File: config.mk
export PLATFORM = sky130hd
export DESIGN_NAME = pump_speed_output_control
export DESIGN_NICKNAME = d
export VERILOG_FILES = /design/src/core/pump_speed_pkg.sv /design/src/core/speed_signal_gen.sv /design/src/core/pump_speed_output_control.sv
export VERILOG_INCLUDE_DIRS = /design/src /design/src/core
export SDC_FILE = /design/constraint.sdc
export NUM_CORES = 1
export LEC_CHECK = 0
export BUFFER_PORTS_ARGS = -buffer_cell sky130_fd_sc_hd__buf_2
export CORE_ASPECT_RATIO = 0.6
export CORE_MARGIN = 1.5
export CORE_UTILIZATION = 65
export CTS_CLUSTER_SIZE = 40
export DETAILED_ROUTE_END_ITERATION = 16
export PLACE_DENSITY = 0.84
export REMOVE_ABC_BUFFERS = 1
export SETUP_SLACK_MARGIN = 0.4
export SLEW_MARGIN = 10
export SYNTH_ARGS = -nofsm -noshare
export SYNTH_HDL_FRONTEND = slang
export SYNTH_SLANG_ARGS = --single-unit
File: constraint.sdc
create_clock -name clk_sys -period 30 [get_ports clk_sys]
set_clock_uncertainty 0.2 [all_clocks]
set_input_delay 1.5 -clock clk_sys [delete_from_list [all_inputs] [get_ports clk_sys]]
set_output_delay 1.5 -clock clk_sys [all_outputs]
set_load 0.01 [all_outputs]
File: src/core/pump_speed_cfg.svh
`ifndef PUMP_SPEED_CFG_SVH
`define PUMP_SPEED_CFG_SVH

// System clock and the one-second control tick.
`define CLK_FREQ_HZ        50000000
`define TICK_PERIOD_S      1
`define TICK_CYCLES        (`CLK_FREQ_HZ * `TICK_PERIOD_S)

// Kick-start: full speed for a fixed time, counted in ticks.
`define KICK_TIME_S        10
`define KICK_TICKS         (`KICK_TIME_S / `TICK_PERIOD_S)
`define KICK_LAST          4'(`KICK_TICKS - 1)

// Speed figures in percent.
`define PCT_FULL           7'h64
`define PCT_ZERO           7'h00
`define PCT_ONE            7'h01
`define RISE_DIVISOR       16'h000A

// Burst control window of ten ticks, ten percent per tick.
`define BURST_LAST         4'h9
`define BURST_WEIGHT       7'h0A

// Signal output: PWM frame of 100 steps at the chosen frequency.
`define PWM_FREQ_HZ        1000
`define PWM_PRESCALE       (`CLK_FREQ_HZ / (`PWM_FREQ_HZ * 100))
`define PWM_PRE_LAST       16'(`PWM_PRESCALE - 1)
`define PWM_PHASE_LAST     7'h63

// Adapter serial line: start, eight data bits LSB first, stop.
`define ADAPTER_BAUD       9600
`define ADAPTER_BIT_CYCLES (`CLK_FREQ_HZ / `ADAPTER_BAUD)
`define ADAPTER_FRAME_BITS 4'hA

// Register byte addresses.
`define ADDR_CTRL          5'h00
`define ADDR_LIMIT         5'h04
`define ADDR_DT_SWITCH     5'h08
`define ADDR_DT_RISE       5'h0C
`define ADDR_STATUS        5'h10

// Control register fields.
`define CTRL_RELAY         0
`define CTRL_SIGNAL        1
`define CTRL_SPEED         2
`define CTRL_ADAPTER       3
`define CTRL_SIGTYPE       4
`define CTRL_PROFILE       5
`define CTRL_MODE_HI       10
`define CTRL_MODE_LO       8

// Reset values.
`define RST_CTRL           32'h0000_0004
`define RST_MIN            7'h1E
`define RST_MAX            7'h64
`define RST_DT_ON          16'h003C
`define RST_DT_OFF         16'h0028
`define RST_DT_SET         16'h0064
`define RST_RISE           16'h0014

`endif

File: src/core/pump_speed_pkg.sv
package pump_speed_pkg;

    // Operating mode of the output.
    typedef enum logic [2:0] {
        MODE_AUTO = 3'h0,
        MODE_ON   = 3'h1,
        MODE_MAX  = 3'h2,
        MODE_MIN  = 3'h3,
        MODE_OFF  = 3'h4
    } mode_t;

    // Automatic control state, one-hot.
    typedef enum logic [2:0] {
        ST_OFF  = 3'b001,
        ST_KICK = 3'b010,
        ST_RUN  = 3'b100
    } ctrl_state_t;

    typedef logic [6:0]         pct_t;
    typedef logic signed [17:0] temp_t;

endpackage

File: src/core/speed_signal_gen.sv
`timescale 1ns/1ns
`include "pump_speed_cfg.svh"

module speed_signal_gen import pump_speed_pkg::*; (
    input  wire logic clk_sys,
    input  wire logic reset,
    input  wire logic enable,
    input  wire logic sig_level,
    input  wire pct_t duty,
    output logic      pwm_out,
    output pct_t      level_out
);

    logic [15:0] pre_cnt_ff;
    logic [6:0]  phase_ff;
    logic        pwm_ff;
    pct_t        level_ff;

    // Prescaler and phase counter form a PWM frame of 100 steps.
    always_ff @(posedge clk_sys) begin
        if (reset || pre_cnt_ff == `PWM_PRE_LAST) begin
            pre_cnt_ff <= 16'h0000;
        end else begin
            pre_cnt_ff <= pre_cnt_ff + 16'h0001;
        end
    end

    always_ff @(posedge clk_sys) begin
        if (reset) begin
            phase_ff <= 7'h00;
        end else if (pre_cnt_ff == `PWM_PRE_LAST) begin
            phase_ff <= (phase_ff == `PWM_PHASE_LAST) ? 7'h00
                                                      : phase_ff + 7'h01;
        end
    end

    // PWM pin is high for duty steps out of every hundred.
    always_ff @(posedge clk_sys) begin
        if (reset) begin
            pwm_ff <= 1'b0;
        end else begin
            pwm_ff <= enable && !sig_level && (phase_ff < duty);
        end
    end

    // Analogue level code, 0 to 100 for 0 to 10 V.
    always_ff @(posedge clk_sys) begin
        if (reset) begin
            level_ff <= `PCT_ZERO;
        end else begin
            level_ff <= (enable && sig_level) ? duty : `PCT_ZERO;
        end
    end

    assign pwm_out   = pwm_ff;
    assign level_out = level_ff;
endmodule

File: src/core/pump_speed_output_control.sv
`timescale 1ns/1ns
`include "pump_speed_cfg.svh"

module pump_speed_output_control import pump_speed_pkg::*; #(
    parameter int unsigned TICK_CYCLES = `TICK_CYCLES,
    parameter int unsigned BIT_CYCLES  = `ADAPTER_BIT_CYCLES
) (
    input  wire logic               clk_sys,
    input  wire logic               reset,
    input  wire logic [4:0]         reg_addr,
    input  wire logic [31:0]        reg_wdata,
    input  wire logic               reg_wr,
    input  wire logic               reg_rd,
    output logic      [31:0]        reg_rdata,
    input  wire logic signed [15:0] delta_t,
    output logic                    relay_out,
    output logic                    pwm_out,
    output pct_t                    level_out,
    output logic                    adapter_tx
);

    logic [31:0] ctrl_ff;
    pct_t        min_ff;
    pct_t        max_ff;
    logic [15:0] dt_on_ff;
    logic [15:0] dt_off_ff;
    logic [15:0] dt_set_ff;
    logic [15:0] rise_ff;
    logic [31:0] rdata_ff;
    logic [31:0] tick_cnt_ff;
    logic        tick_ff;
    ctrl_state_t state_ff;
    logic [3:0]  kick_cnt_ff;
    pct_t        run_speed_ff;
    temp_t       ref_ff;
    pct_t        cmd_pct_ff;
    logic        demand_ff;
    logic [3:0]  burst_cnt_ff;
    logic        relay_ff;
    logic [9:0]  tx_shift_ff;
    logic [3:0]  tx_bits_ff;
    logic [31:0] tx_cnt_ff;
    logic        nxt_demand;
    pct_t        nxt_cmd_pct;
    mode_t       mode;
    logic        speed_en;
    logic        adapter_eff;
    logic        burst_mode;
    logic        burst_on;
    temp_t       dt;
    temp_t       step;
    logic        step_up;
    logic        step_down;

    // Maps a speed onto the signal curve; heating pumps run inverted.
    function automatic pct_t map_curve(input logic heating,
                                       input logic on,
                                       input pct_t pct);
        pct_t eff;
        eff = on ? pct : `PCT_ZERO;
        return heating ? pct_t'(`PCT_FULL - eff) : eff;
    endfunction

    // Decodes the mode field; unknown codes behave as off.
    function automatic mode_t decode_mode(input logic [2:0] code);
        mode_t m;
        case (code)
            3'h0:    m = MODE_AUTO;
            3'h1:    m = MODE_ON;
            3'h2:    m = MODE_MAX;
            3'h3:    m = MODE_MIN;
            default: m = MODE_OFF;
        endcase
        return m;
    endfunction

    assign mode     = decode_mode(ctrl_ff[`CTRL_MODE_HI:`CTRL_MODE_LO]);
    assign speed_en = ctrl_ff[`CTRL_SPEED];
    assign dt       = temp_t'(delta_t);
    assign step     = temp_t'(rise_ff / `RISE_DIVISOR);
    assign step_up   = (dt >= ref_ff + step) && (run_speed_ff < max_ff);
    assign step_down = (dt <= ref_ff - step) && (run_speed_ff > min_ff);

    // Adapter only counts with relay option and speed control both set.
    assign adapter_eff = ctrl_ff[`CTRL_RELAY] && speed_en
                         && ctrl_ff[`CTRL_ADAPTER];
    assign burst_mode  = ctrl_ff[`CTRL_RELAY] && speed_en
                         && !ctrl_ff[`CTRL_ADAPTER]
                         && !ctrl_ff[`CTRL_SIGNAL];
    assign burst_on    = (7'(burst_cnt_ff) * `BURST_WEIGHT) < cmd_pct_ff;

    // Register writes; software settings steer the whole block.
    always_ff @(posedge clk_sys) begin
        if (reset) begin
            ctrl_ff   <= `RST_CTRL;
            min_ff    <= `RST_MIN;
            max_ff    <= `RST_MAX;
            dt_on_ff  <= `RST_DT_ON;
            dt_off_ff <= `RST_DT_OFF;
            dt_set_ff <= `RST_DT_SET;
            rise_ff   <= `RST_RISE;
        end else if (reg_wr) begin
            case (reg_addr)
                `ADDR_CTRL: begin
                    ctrl_ff <= reg_wdata & 32'h0000_073F;
                end
                `ADDR_LIMIT: begin
                    min_ff <= reg_wdata[6:0];
                    max_ff <= reg_wdata[14:8];
                end
                `ADDR_DT_SWITCH: begin
                    dt_on_ff  <= reg_wdata[15:0];
                    dt_off_ff <= reg_wdata[31:16];
                end
                `ADDR_DT_RISE: begin
                    dt_set_ff <= reg_wdata[15:0];
                    rise_ff   <= reg_wdata[31:16];
                end
                default: begin
                end
            endcase
        end
    end

    // Read data stand for exactly one cycle after the read strobe.
    always_ff @(posedge clk_sys) begin
        if (reset || !reg_rd) begin
            rdata_ff <= 32'h0000_0000;
        end else begin
            case (reg_addr)
                `ADDR_CTRL:      rdata_ff <= ctrl_ff;
                `ADDR_LIMIT:     rdata_ff <= {17'h00000, max_ff,
                                              1'b0, min_ff};
                `ADDR_DT_SWITCH: rdata_ff <= {dt_off_ff, dt_on_ff};
                `ADDR_DT_RISE:   rdata_ff <= {rise_ff, dt_set_ff};
                `ADDR_STATUS:    rdata_ff <= {19'h00000, relay_ff,
                                              state_ff, demand_ff,
                                              1'b0, cmd_pct_ff};
                default:         rdata_ff <= 32'h0000_0000;
            endcase
        end
    end

    // One-second tick from the system clock.
    always_ff @(posedge clk_sys) begin
        if (reset || tick_cnt_ff == 32'(TICK_CYCLES - 1)) begin
            tick_cnt_ff <= 32'h0000_0000;
        end else begin
            tick_cnt_ff <= tick_cnt_ff + 32'h0000_0001;
        end
    end

    always_ff @(posedge clk_sys) begin
        if (reset) begin
            tick_ff <= 1'b0;
        end else begin
            tick_ff <= (tick_cnt_ff == 32'(TICK_CYCLES - 1));
        end
    end

    // Automatic state machine; held off while a manual mode is chosen.
    always_ff @(posedge clk_sys) begin
        if (reset || mode != MODE_AUTO) begin
            state_ff    <= ST_OFF;
            kick_cnt_ff <= 4'h0;
        end else if (tick_ff) begin
            case (state_ff)
                ST_OFF: begin
                    kick_cnt_ff <= 4'h0;
                    if (dt >= temp_t'(signed'(dt_on_ff))) begin
                        state_ff <= ST_KICK;
                    end
                end
                ST_KICK: begin
                    kick_cnt_ff <= kick_cnt_ff + 4'h1;
                    if (kick_cnt_ff == `KICK_LAST) begin
                        state_ff <= ST_RUN;
                    end
                end
                ST_RUN: begin
                    if (dt <= temp_t'(signed'(dt_off_ff))) begin
                        state_ff <= ST_OFF;
                    end
                end
                default: begin
                    state_ff <= ST_OFF;
                end
            endcase
        end
    end

    // Speed stepping in one percent steps against a moving reference.
    always_ff @(posedge clk_sys) begin
        if (reset) begin
            run_speed_ff <= `RST_MIN;
            ref_ff       <= temp_t'(signed'(`RST_DT_SET));
        end else if (state_ff != ST_RUN) begin
            run_speed_ff <= min_ff;
            ref_ff       <= temp_t'(signed'(dt_set_ff));
        end else if (run_speed_ff > max_ff) begin
            run_speed_ff <= max_ff;
        end else if (run_speed_ff < min_ff) begin
            run_speed_ff <= min_ff;
        end else if (tick_ff && step_up) begin
            run_speed_ff <= run_speed_ff + `PCT_ONE;
            ref_ff       <= ref_ff + step;
        end else if (tick_ff && step_down) begin
            run_speed_ff <= run_speed_ff - `PCT_ONE;
            ref_ff       <= ref_ff - step;
        end
    end

    // Commanded demand and speed for the chosen mode.
    always_comb begin
        nxt_demand  = 1'b1;
        nxt_cmd_pct = `PCT_FULL;
        case (mode)
            MODE_AUTO: begin
                nxt_demand = (state_ff != ST_OFF);
                if (state_ff == ST_OFF) begin
                    nxt_cmd_pct = `PCT_ZERO;
                end else if (state_ff == ST_RUN && speed_en) begin
                    nxt_cmd_pct = run_speed_ff;
                end
            end
            MODE_ON: begin
                nxt_cmd_pct = `PCT_FULL;
            end
            MODE_MAX: begin
                nxt_cmd_pct = speed_en ? max_ff : `PCT_FULL;
            end
            MODE_MIN: begin
                nxt_cmd_pct = speed_en ? min_ff : `PCT_FULL;
            end
            default: begin
                nxt_demand  = 1'b0;
                nxt_cmd_pct = `PCT_ZERO;
            end
        endcase
    end

    always_ff @(posedge clk_sys) begin
        if (reset) begin
            demand_ff  <= 1'b0;
            cmd_pct_ff <= `PCT_ZERO;
        end else begin
            demand_ff  <= nxt_demand;
            cmd_pct_ff <= nxt_cmd_pct;
        end
    end

    // Burst window counted in ticks.
    always_ff @(posedge clk_sys) begin
        if (reset) begin
            burst_cnt_ff <= 4'h0;
        end else if (tick_ff) begin
            burst_cnt_ff <= (burst_cnt_ff == `BURST_LAST) ? 4'h0
                                                          : burst_cnt_ff + 4'h1;
        end
    end

    // Relay follows demand; bursts only without adapter or signal output.
    always_ff @(posedge clk_sys) begin
        if (reset) begin
            relay_ff <= 1'b0;
        end else begin
            relay_ff <= ctrl_ff[`CTRL_RELAY] && demand_ff
                        && (!burst_mode || burst_on);
        end
    end

    // Adapter frame each tick: start, demand and speed byte, stop.
    always_ff @(posedge clk_sys) begin
        if (reset) begin
            tx_shift_ff <= 10'h3FF;
            tx_bits_ff  <= 4'h0;
            tx_cnt_ff   <= 32'h0000_0000;
        end else if (tx_bits_ff == 4'h0) begin
            tx_shift_ff <= 10'h3FF;
            if (tick_ff && adapter_eff) begin
                tx_shift_ff <= {1'b1, demand_ff,
                                map_curve(1'b0, demand_ff, cmd_pct_ff), 1'b0};
                tx_bits_ff  <= `ADAPTER_FRAME_BITS;
                tx_cnt_ff   <= 32'h0000_0000;
            end
        end else if (tx_cnt_ff == 32'(BIT_CYCLES - 1)) begin
            tx_shift_ff <= {1'b1, tx_shift_ff[9:1]};
            tx_bits_ff  <= tx_bits_ff - 4'h1;
            tx_cnt_ff   <= 32'h0000_0000;
        end else begin
            tx_cnt_ff <= tx_cnt_ff + 32'h0000_0001;
        end
    end

    // Signal output stage, PWM or analogue level.
    speed_signal_gen u_signal (
        .clk_sys   (clk_sys),
        .reset     (reset),
        .enable    (ctrl_ff[`CTRL_SIGNAL]),
        .sig_level (ctrl_ff[`CTRL_SIGTYPE]),
        .duty      (map_curve(ctrl_ff[`CTRL_PROFILE], demand_ff,
                              cmd_pct_ff)),
        .pwm_out   (pwm_out),
        .level_out (level_out)
    );

    assign reg_rdata  = rdata_ff;
    assign relay_out  = relay_ff;
    assign adapter_tx = tx_shift_ff[0];
endmodule

==> results of run 1 <==
[layer usage]
layer	part of all wire	GRT usage	vias up	wire [µm]
met5	0	0	-	0
met4	0.017	0.07067	0	851
met3	0.12	0.08972	82	5816
met2	0.40	0.4998	821	19420
met1	0.47	0.5586	7596	22890
li1	-	-	7590	-
[where the power goes]
part	switching, µW	leakage, µW	internal [µW]	total, µW
sequential	5.63	0.00220	368	373
clock	147	0.000401	181	327
combinational	86.4	0.00449	46.1	132
[worst paths after layout]
path,slack [ns],cells after the start,to
hold reg to reg,0.26,2,dt_on_ff[14]$_SDFFE_PP0P_
setup / recovery,17.33,49,run_speed_ff[6]$_SDFFE_PP0P_
setup reg to reg,17.33,49,run_speed_ff[6]$_SDFFE_PP0P_
hold / removal,0.26,2,dt_on_ff[14]$_SDFFE_PP0P_
[synthesized netlist by cell type, drive strengths merged (15+ instances only)]
| library cell | instances | share of area |
|---|---|---|
| nand2 | 309 | 0.070 |
| dfxtp | 273 | 0.33 |
| nor2 | 208 | 0.047 |
| a21oi | 189 | 0.057 |
| ha | 136 | 0.10 |
| inv | 106 | 0.024 |
| clkbuf | 85 | 0.019 |
| o21ai | 79 | 0.024 |
| nand3 | 55 | 0.017 |
| xnor2 | 52 | 0.027 |
| xor2 | 44 | 0.023 |
| mux2i | 41 | 0.024 |
| nand4 | 34 | 0.013 |
| a22oi | 33 | 0.015 |
| o211ai | 31 | 0.014 |
| nor3 | 28 | 0.0087 |
| nor2b | 23 | 0.0087 |
| o21bai | 23 | 0.010 |
| and3 | 22 | 0.0082 |
| buf | 22 | 0.0069 |
| o21a | 22 | 0.0099 |
| a31oi | 21 | 0.0078 |
| nor4 | 21 | 0.0082 |
| a21o | 19 | 0.0085 |
| nand2b | 19 | 0.0071 |
| a311oi | 17 | 0.0089 |
| and2 | 17 | 0.0063 |
| or3 | 15 | 0.0056 |
[worst register-to-register path, delay by kind of cell, from the launching register on]
kind                       cells  cell delay, ns
AOI/OAI and AO/OA             32            7.31
xor gates and xnor gates       2            0.39
adders and majority gates      4            1.40
buffers and inverters          1            0.47
DFF                            1            0.90
and+or+nand+nor               10            1.89
[cell type report]
type,count,area [µm²],share of cell area
diodes,3,7.507,0.0004124
clock buffers,33,728.2,0.04001
clock inverters,11,98.84,0.005430
inverters,107,401.6,0.02206
multi-input cells,1627,10480,0.5755
flip-flops and latches,273,5465,0.3002
well taps,329,411.6,0.02261
repair buffers,114,613.1,0.03368
[registers in the layout, indices dropped and copies added, names as in the netlist, 7 cells and up]
| name | flops |
|---|---|
| dt_on_ff | 16 |
| dt_set_ff | 16 |
| cmd_pct_ff | 7 |
| u_signal.pre_cnt_ff | 16 |
| tx_shift_ff | 9 |
| tx_cnt_ff | 32 |
| min_ff | 7 |
| tick_cnt_ff | 32 |
| dt_off_ff | 16 |
| u_signal.level_out | 7 |
| ref_ff | 18 |
| u_signal.phase_ff | 7 |
| run_speed_ff | 7 |
| ctrl_ff | 9 |
| rise_ff | 16 |
| reg_rdata | 32 |
| max_ff | 7 |
[cells by family after synthesis]
family          Yosys count  synth area share
fa+ha+maj               143            0.1082
buf+inv                 214           0.04988
xor+xnor                 96           0.05018
flops                   273            0.3262
simple gates            795            0.2210
compound gates          539            0.2113
mux                      54           0.03323
[per-stage QoR]
stage / hold WS (ns) / area (µm²) / cells
3_3_place_gp: 0.2420 / 17370 / 2450
3_5_place_dp: 0.2467 / 17370 / 2450
2_1_floorplan: 0.2299 / 16320 / 2007
4_1_cts: 0.2556 / 18200 / 2494
5_1_grt: 0.2883 / 18200 / 2494
6_report: 0.2561 / 18200 / 2497
==> impl_metrics.py, run 1 <==
metrics = {
    "global_route": {
        "antenna_violations_before_repair": 0,
        "grt_max_degree": 73,
        "grt_pass1_wl_mm": 77.48,
        "grt_remaining_overflow": 0,
        "grt_pass1_vias": 14430,
        "groute.usage.overall": 0.3609,
    },
    "place": {
        "placed_wire_length_estimate_mm": 35.75,
        "io_buffer_count": 98,
        "finalWeightedCongestion": 0.9845,
        "placement.setup.worst_slack_ns": 17.59,
    },
    "floorplan": {
        "fp.dieW_um": 210.3,
        "die_h_um": 127.4,
        "initial_core_util": 0.6628,
        "design.core.area_um2": 25280,
        "rows": 45,
        "die_area_um2": 26780,
        "boundaryPins": 99,
    },
    "logic_synthesis": {
        "synth-async-reset-ratio": 0,
        "synth_enable_flop_cells": 0,
        "synth_sequential_area_ratio": 0.3262,
        "yosysWarnings": 0,
        "yosys.cell_types.count": 98,
        "synth.avg_cell_area_um2": 7.926,
        "synth_flop_cell": "sky130_fd_sc_hd__dfxtp_1",
        "ys_seq_elements": 273,
        "synth_area_um2": 16750,
        "post_synth_inst_count": 2114,
    },
    "min_path": {
        "min_from": "dt_on_ff[14]$_SDFFE_PP0P_",
        "path_class_of_the_lowest_slack_min_delay_path": "flip-flop to flip-flop",
    },
    "critical_path": {
        "startpoint": "rise_ff[14]$_SDFFE_PP0P_",
        "crit_buf_inv": 1,
        "critical_path_required_ns": 30.25,
        "crit_top_cell": "sky130_fd_sc_hd__a21oi_1",
        "slowest_delay_ns": 0.90,
        "startpoint_type": "flip-flop",
        "slowest_stage": "sky130_fd_sc_hd__dfxtp_1",
        "worst_path_dominant_cell_family": "compound AO/OA/AOI/OAI gates",
        "timing.setup.critical_path_class": "flip-flop to flip-flop",
        "endpoint_kind": "flip-flop",
        "worst-path-max-fanout": 29,
        "r2r_start": "rise_ff[14]$_SDFFE_PP0P_",
        "critPathArrivalTime_ns": 12.92,
    },
    "detailed_routing": {
        "detail_route.iter0.violations": 2100,
        "avgRoutedWirePerCell_um": 19.61,
        "post_route_wl_mm": 48.98,
        "post-route-drc-count": 0,
        "drt-vias-per-instance": 6.443,
        "vias": 16090,
        "detail_route.first_pass.iterations": 7,
        "antenna_left": 0,
    },
    "clock_tree": {
        "cts-htree-levels": 1,
        "clock_buffer_count_from_cts": 26,
        "clock_insertion_delay_worst_skew_ns": 0.56,
        "clock_path_buffers": 3,
        "clock-root-buffer": "sky130_fd_sc_hd__clkbuf_16",
        "cts_resized": 0,
        "ctsHoldBuffers": 0,
        "tritoncts": "done",
        "cts.sink_count": 273,
        "cts_setup_buffers": 0,
        "path_clk_slew_ns": 0.07,
    },
    "finish": {
        "layout.cells.most_common": "sky130_fd_sc_hd__nand2_1",
        "areaGrowthSynthToFinish_pct": 8.640,
        "layout.cells.most_common_list": "sky130_fd_sc_hd__nand2_1 (306), sky130_fd_sc_hd__dfxtp_1 (273), sky130_fd_sc_hd__nor2_1 (207)",
        "nFillCells": 1985,
        "nets": 2346,
        "final_core_utilization": 0.7200,
        "drive_above_1_share": 0.09330,
    },
    "power": {
        "leakage_uw": 0.007091,
        "power.density_nw_per_um2": 45.77,
        "total_power_uw": 833.2,
        "peak_vdd_ir_mv": 0.03825,
    },
    "timing": {
        "final_min_period_over_clock_period": 0.4223,
        "finalSetupViolations": 0,
        "slew-limit-headroom": 0.2399,
        "timing_max_transition_violations_final": 0,
        "report.final.hold_viol_count": 0,
        "grt_setup_unrepaired": "no",
        "final.setup.worst_slack_ns": 17.33,
        "totalNegativeSetupSlack_ns": 0,
        "max_slew.worst_pin.slew_ns": 1.140,
        "timing.fmax_mhz": 78.93,
        "final_period_minus_worst_setup_slack_ns": 12.67,
    },
    "status": {
        "outcome": "finished, final reports clean",
    },
    "run": {
        "cap_viol_max_count": 0,
    },
}
Note: power is estimated with default switching activity, not from simulation.
==> inputs of run 2 (changes only) <==
CORE_UTILIZATION = 62   (was 65)
PLACE_DENSITY = 0.81   (was 0.84)
clock period = 12.1 ns   (was 30 ns; I/O delays follow)
==> impl_metrics.py, run 2 (same netlist as run 1, synthesis figures left out) <==
metrics = {
    "place": {
        "io_buffer_count": 98,
        "finalWeightedCongestion": 0.9920,
        "placed_wire_length_estimate_mm": 36.47,
    },
    "detailed_routing": {
        "drt-vias-per-instance": 6.350,
        "detail_route.first_pass.iterations": 6,
        "antenna_left": 0,
        "detail_route.iter0.violations": 1794,
        "avgRoutedWirePerCell_um": 19.86,
        "post-route-drc-count": 0,
        "vias": 16130,
        "post_route_wl_mm": 50.45,
    },
    "global_route": {
        "grt_max_degree": 87,
        "groute.usage.overall": 0.3459,
        "grt_pass1_vias": 14110,
        "antenna_violations_before_repair": 3,
        "grt_remaining_overflow": 0,
        "grt_pass1_wl_mm": 77.38,
    },
    "timing": {
        "max_slew.worst_pin.slew_ns": 1.163,
        "final_period_minus_worst_setup_slack_ns": 11.04,
        "timing_max_transition_violations_final": 0,
        "totalNegativeSetupSlack_ns": 0,
        "timing.fmax_mhz": 90.55,
        "finalSetupViolations": 0,
        "final_min_period_over_clock_period": 0.9127,
        "grt_setup_unrepaired": "yes",
        "report.final.hold_viol_count": 0,
        "fin_hold_ws_ns": 0.09975,
        "slew-limit-headroom": 0.2250,
    },
    "min_path": {
        "path_class_of_the_lowest_slack_min_delay_path": "primary input to flip-flop",
        "hold_depth": 3,
    },
    "critical_path": {
        "r2r_start": "rise_ff[12]$_SDFFE_PP0P_",
        "critical_path_required_ns": 12.34,
        "startpoint": "rise_ff[12]$_SDFFE_PP0P_",
        "startpoint_type": "flip-flop",
        "r2r-end": "run_speed_ff[6]$_SDFFE_PP0P_",
        "endpoint_kind": "flip-flop",
        "worst-r2r-cell-count": 51,
        "critPathArrivalTime_ns": 11.28,
        "timing.critical_path.to": "run_speed_ff[6]$_SDFFE_PP0P_",
        "slowest_stage": "sky130_fd_sc_hd__a2111oi_4",
        "timing.setup.critical_path_class": "flip-flop to flip-flop",
        "slowest_delay_ns": 0.47,
        "worst-path-max-fanout": 15,
        "r2r_setup_slack_ns": 1.06,
        "crit_top_cell": "sky130_fd_sc_hd__o21bai_1",
    },
    "finish": {
        "drive_above_1_share": 0.1075,
        "nets": 2355,
        "final_core_utilization": 0.7011,
        "layout.cells.most_common_list": "sky130_fd_sc_hd__nand2_1 (306), sky130_fd_sc_hd__dfxtp_1 (267), sky130_fd_sc_hd__nor2_1 (207)",
        "layout.cells.most_common": "sky130_fd_sc_hd__nand2_1",
        "seq_area_um2": 5478,
        "nFillCells": 2186,
        "multi_input_area_um2": 10570,
        "areaGrowthSynthToFinish_pct": 10.79,
    },
    "power": {
        "power.density_nw_per_um2": 118.0,
        "peak_vdd_ir_mv": 0.1140,
        "leakage_uw": 0.007217,
    },
    "clock_tree": {
        "clock_path_buffers": 3,
        "cts-htree-levels": 1,
        "path_clk_slew_ns": 0.07,
        "tritoncts": "done",
        "clock-root-buffer": "sky130_fd_sc_hd__clkbuf_16",
        "clock_insertion_delay_worst_skew_ns": 0.56,
        "cts.sink_count": 273,
        "clock_buffer_count_from_cts": 27,
    },
    "floorplan": {
        "die_h_um": 130.3,
        "die_area_um2": 28050,
        "initial_core_util": 0.6328,
        "fp.dieW_um": 215.2,
        "rows": 46,
        "design.core.area_um2": 26480,
        "boundaryPins": 99,
    },
    "status": {
        "outcome": "finished, final reports clean",
    },
    "run": {
        "cap_viol_max_count": 0,
    },
}
==> run 2: cell types whose count changed in the layout (fill, tap and decap cells not counted), moves of 3 or more <==
cell                        change
sky130_fd_sc_hd__buf_4          +7
sky130_fd_sc_hd__a2111oi_0      -3
sky130_fd_sc_hd__a21oi_1        -7
sky130_fd_sc_hd__clkbuf_8       +5
sky130_fd_sc_hd__dfxtp_1        -6
sky130_fd_sc_hd__dfxtp_2        +4
sky130_fd_sc_hd__bufinv_16      +4
sky130_fd_sc_hd__a21oi_2        +7
==> run 2: power breakdown <==
part / switching (µW) / leakage [µW] / total [µW] / internal [µW]
Sequential: 13.4 / 0.00221 / 925 / 912
Clock: 372 / 0.000479 / 936 / 564
Combinational: 214 / 0.00453 / 330 / 115
==> run 2: layout make-up <==
cell class | count | area share
Timing Repair Buffer | 122 | 0.03647
Multi-Input combinational cell | 1627 | 0.5692
Sequential cell | 273 | 0.2951
Antenna cell | 3 | 0.0004044
Clock inverter | 11 | 0.01018
Tap cell | 360 | 0.02427
Clock buffer | 37 | 0.04273
Inverter | 107 | 0.02164
==> run 2: routing by layer <==
layer | vias to the layer above | global-route usage | share of wire
li1 | 7593 | - | -
met1 | 7608 | 0.5319 | 0.47
met2 | 858 | 0.4757 | 0.39
met3 | 71 | 0.08928 | 0.12
met4 | 0 | 0.07528 | 0.018
met5 | - | 0 | 0
==> run 2: what timing repair did <==
| action | CTS | global route |
|---|---|---|
| endpoints found under the hold margin | 0 | 0 |
| endpoints found under the setup margin | 0 | 25 |
| resized for setup | 0 | 30 |
| hold buffers | 0 | 0 |
| buffers inserted | 0 | 2 |
==> run 2: worst min path at each step <==
stage,start,slack (ns),to
after floorplan,u_signal.pre_cnt_ff[0]$_SDFF_PP0_,0.23,u_signal.pre_cnt_ff[0]$_SDFF_PP0_
after global placement,tick_cnt_ff[0]$_SDFF_PP0_,0.24,tick_cnt_ff[0]$_SDFF_PP0_
after detailed placement,dt_on_ff[14]$_SDFFE_PP0P_,0.25,dt_on_ff[14]$_SDFFE_PP0P_
after CTS,reg_wdata[23],0.07,rise_ff[7]$_SDFFE_PP0P_
after global routing,reg_wdata[23],0.1,rise_ff[7]$_SDFFE_PP0P_
final,reg_wdata[23],0.1,dt_off_ff[7]$_SDFFE_PP0P_
==> run 2: metrics by stage <==
stage,setup slack (ns),std cells,total power [µW],area (µm²)
2_1_floorplan,1.556,2007,1149,16320
3_3_place_gp,1.056,2487,1250,17460
3_5_place_dp,0.6671,2487,1259,17460
4_1_cts,0.6230,2535,2184,18440
5_1_grt,0.2993,2540,2265,18560
6_report,1.057,2540,2191,18560
==> run 2: critical path: cells and delay by family (launching register included) <==
family | cells | cell delay (ns)
AO/OA/AOI/OAI | 32 | 6.34
AND/OR/NAND/NOR | 10 | 1.62
adder cells (fa/ha/maj) | 4 | 1.30
buffers and inverters | 3 | 0.60
flip-flops | 1 | 0.45
XOR/XNOR | 2 | 0.43
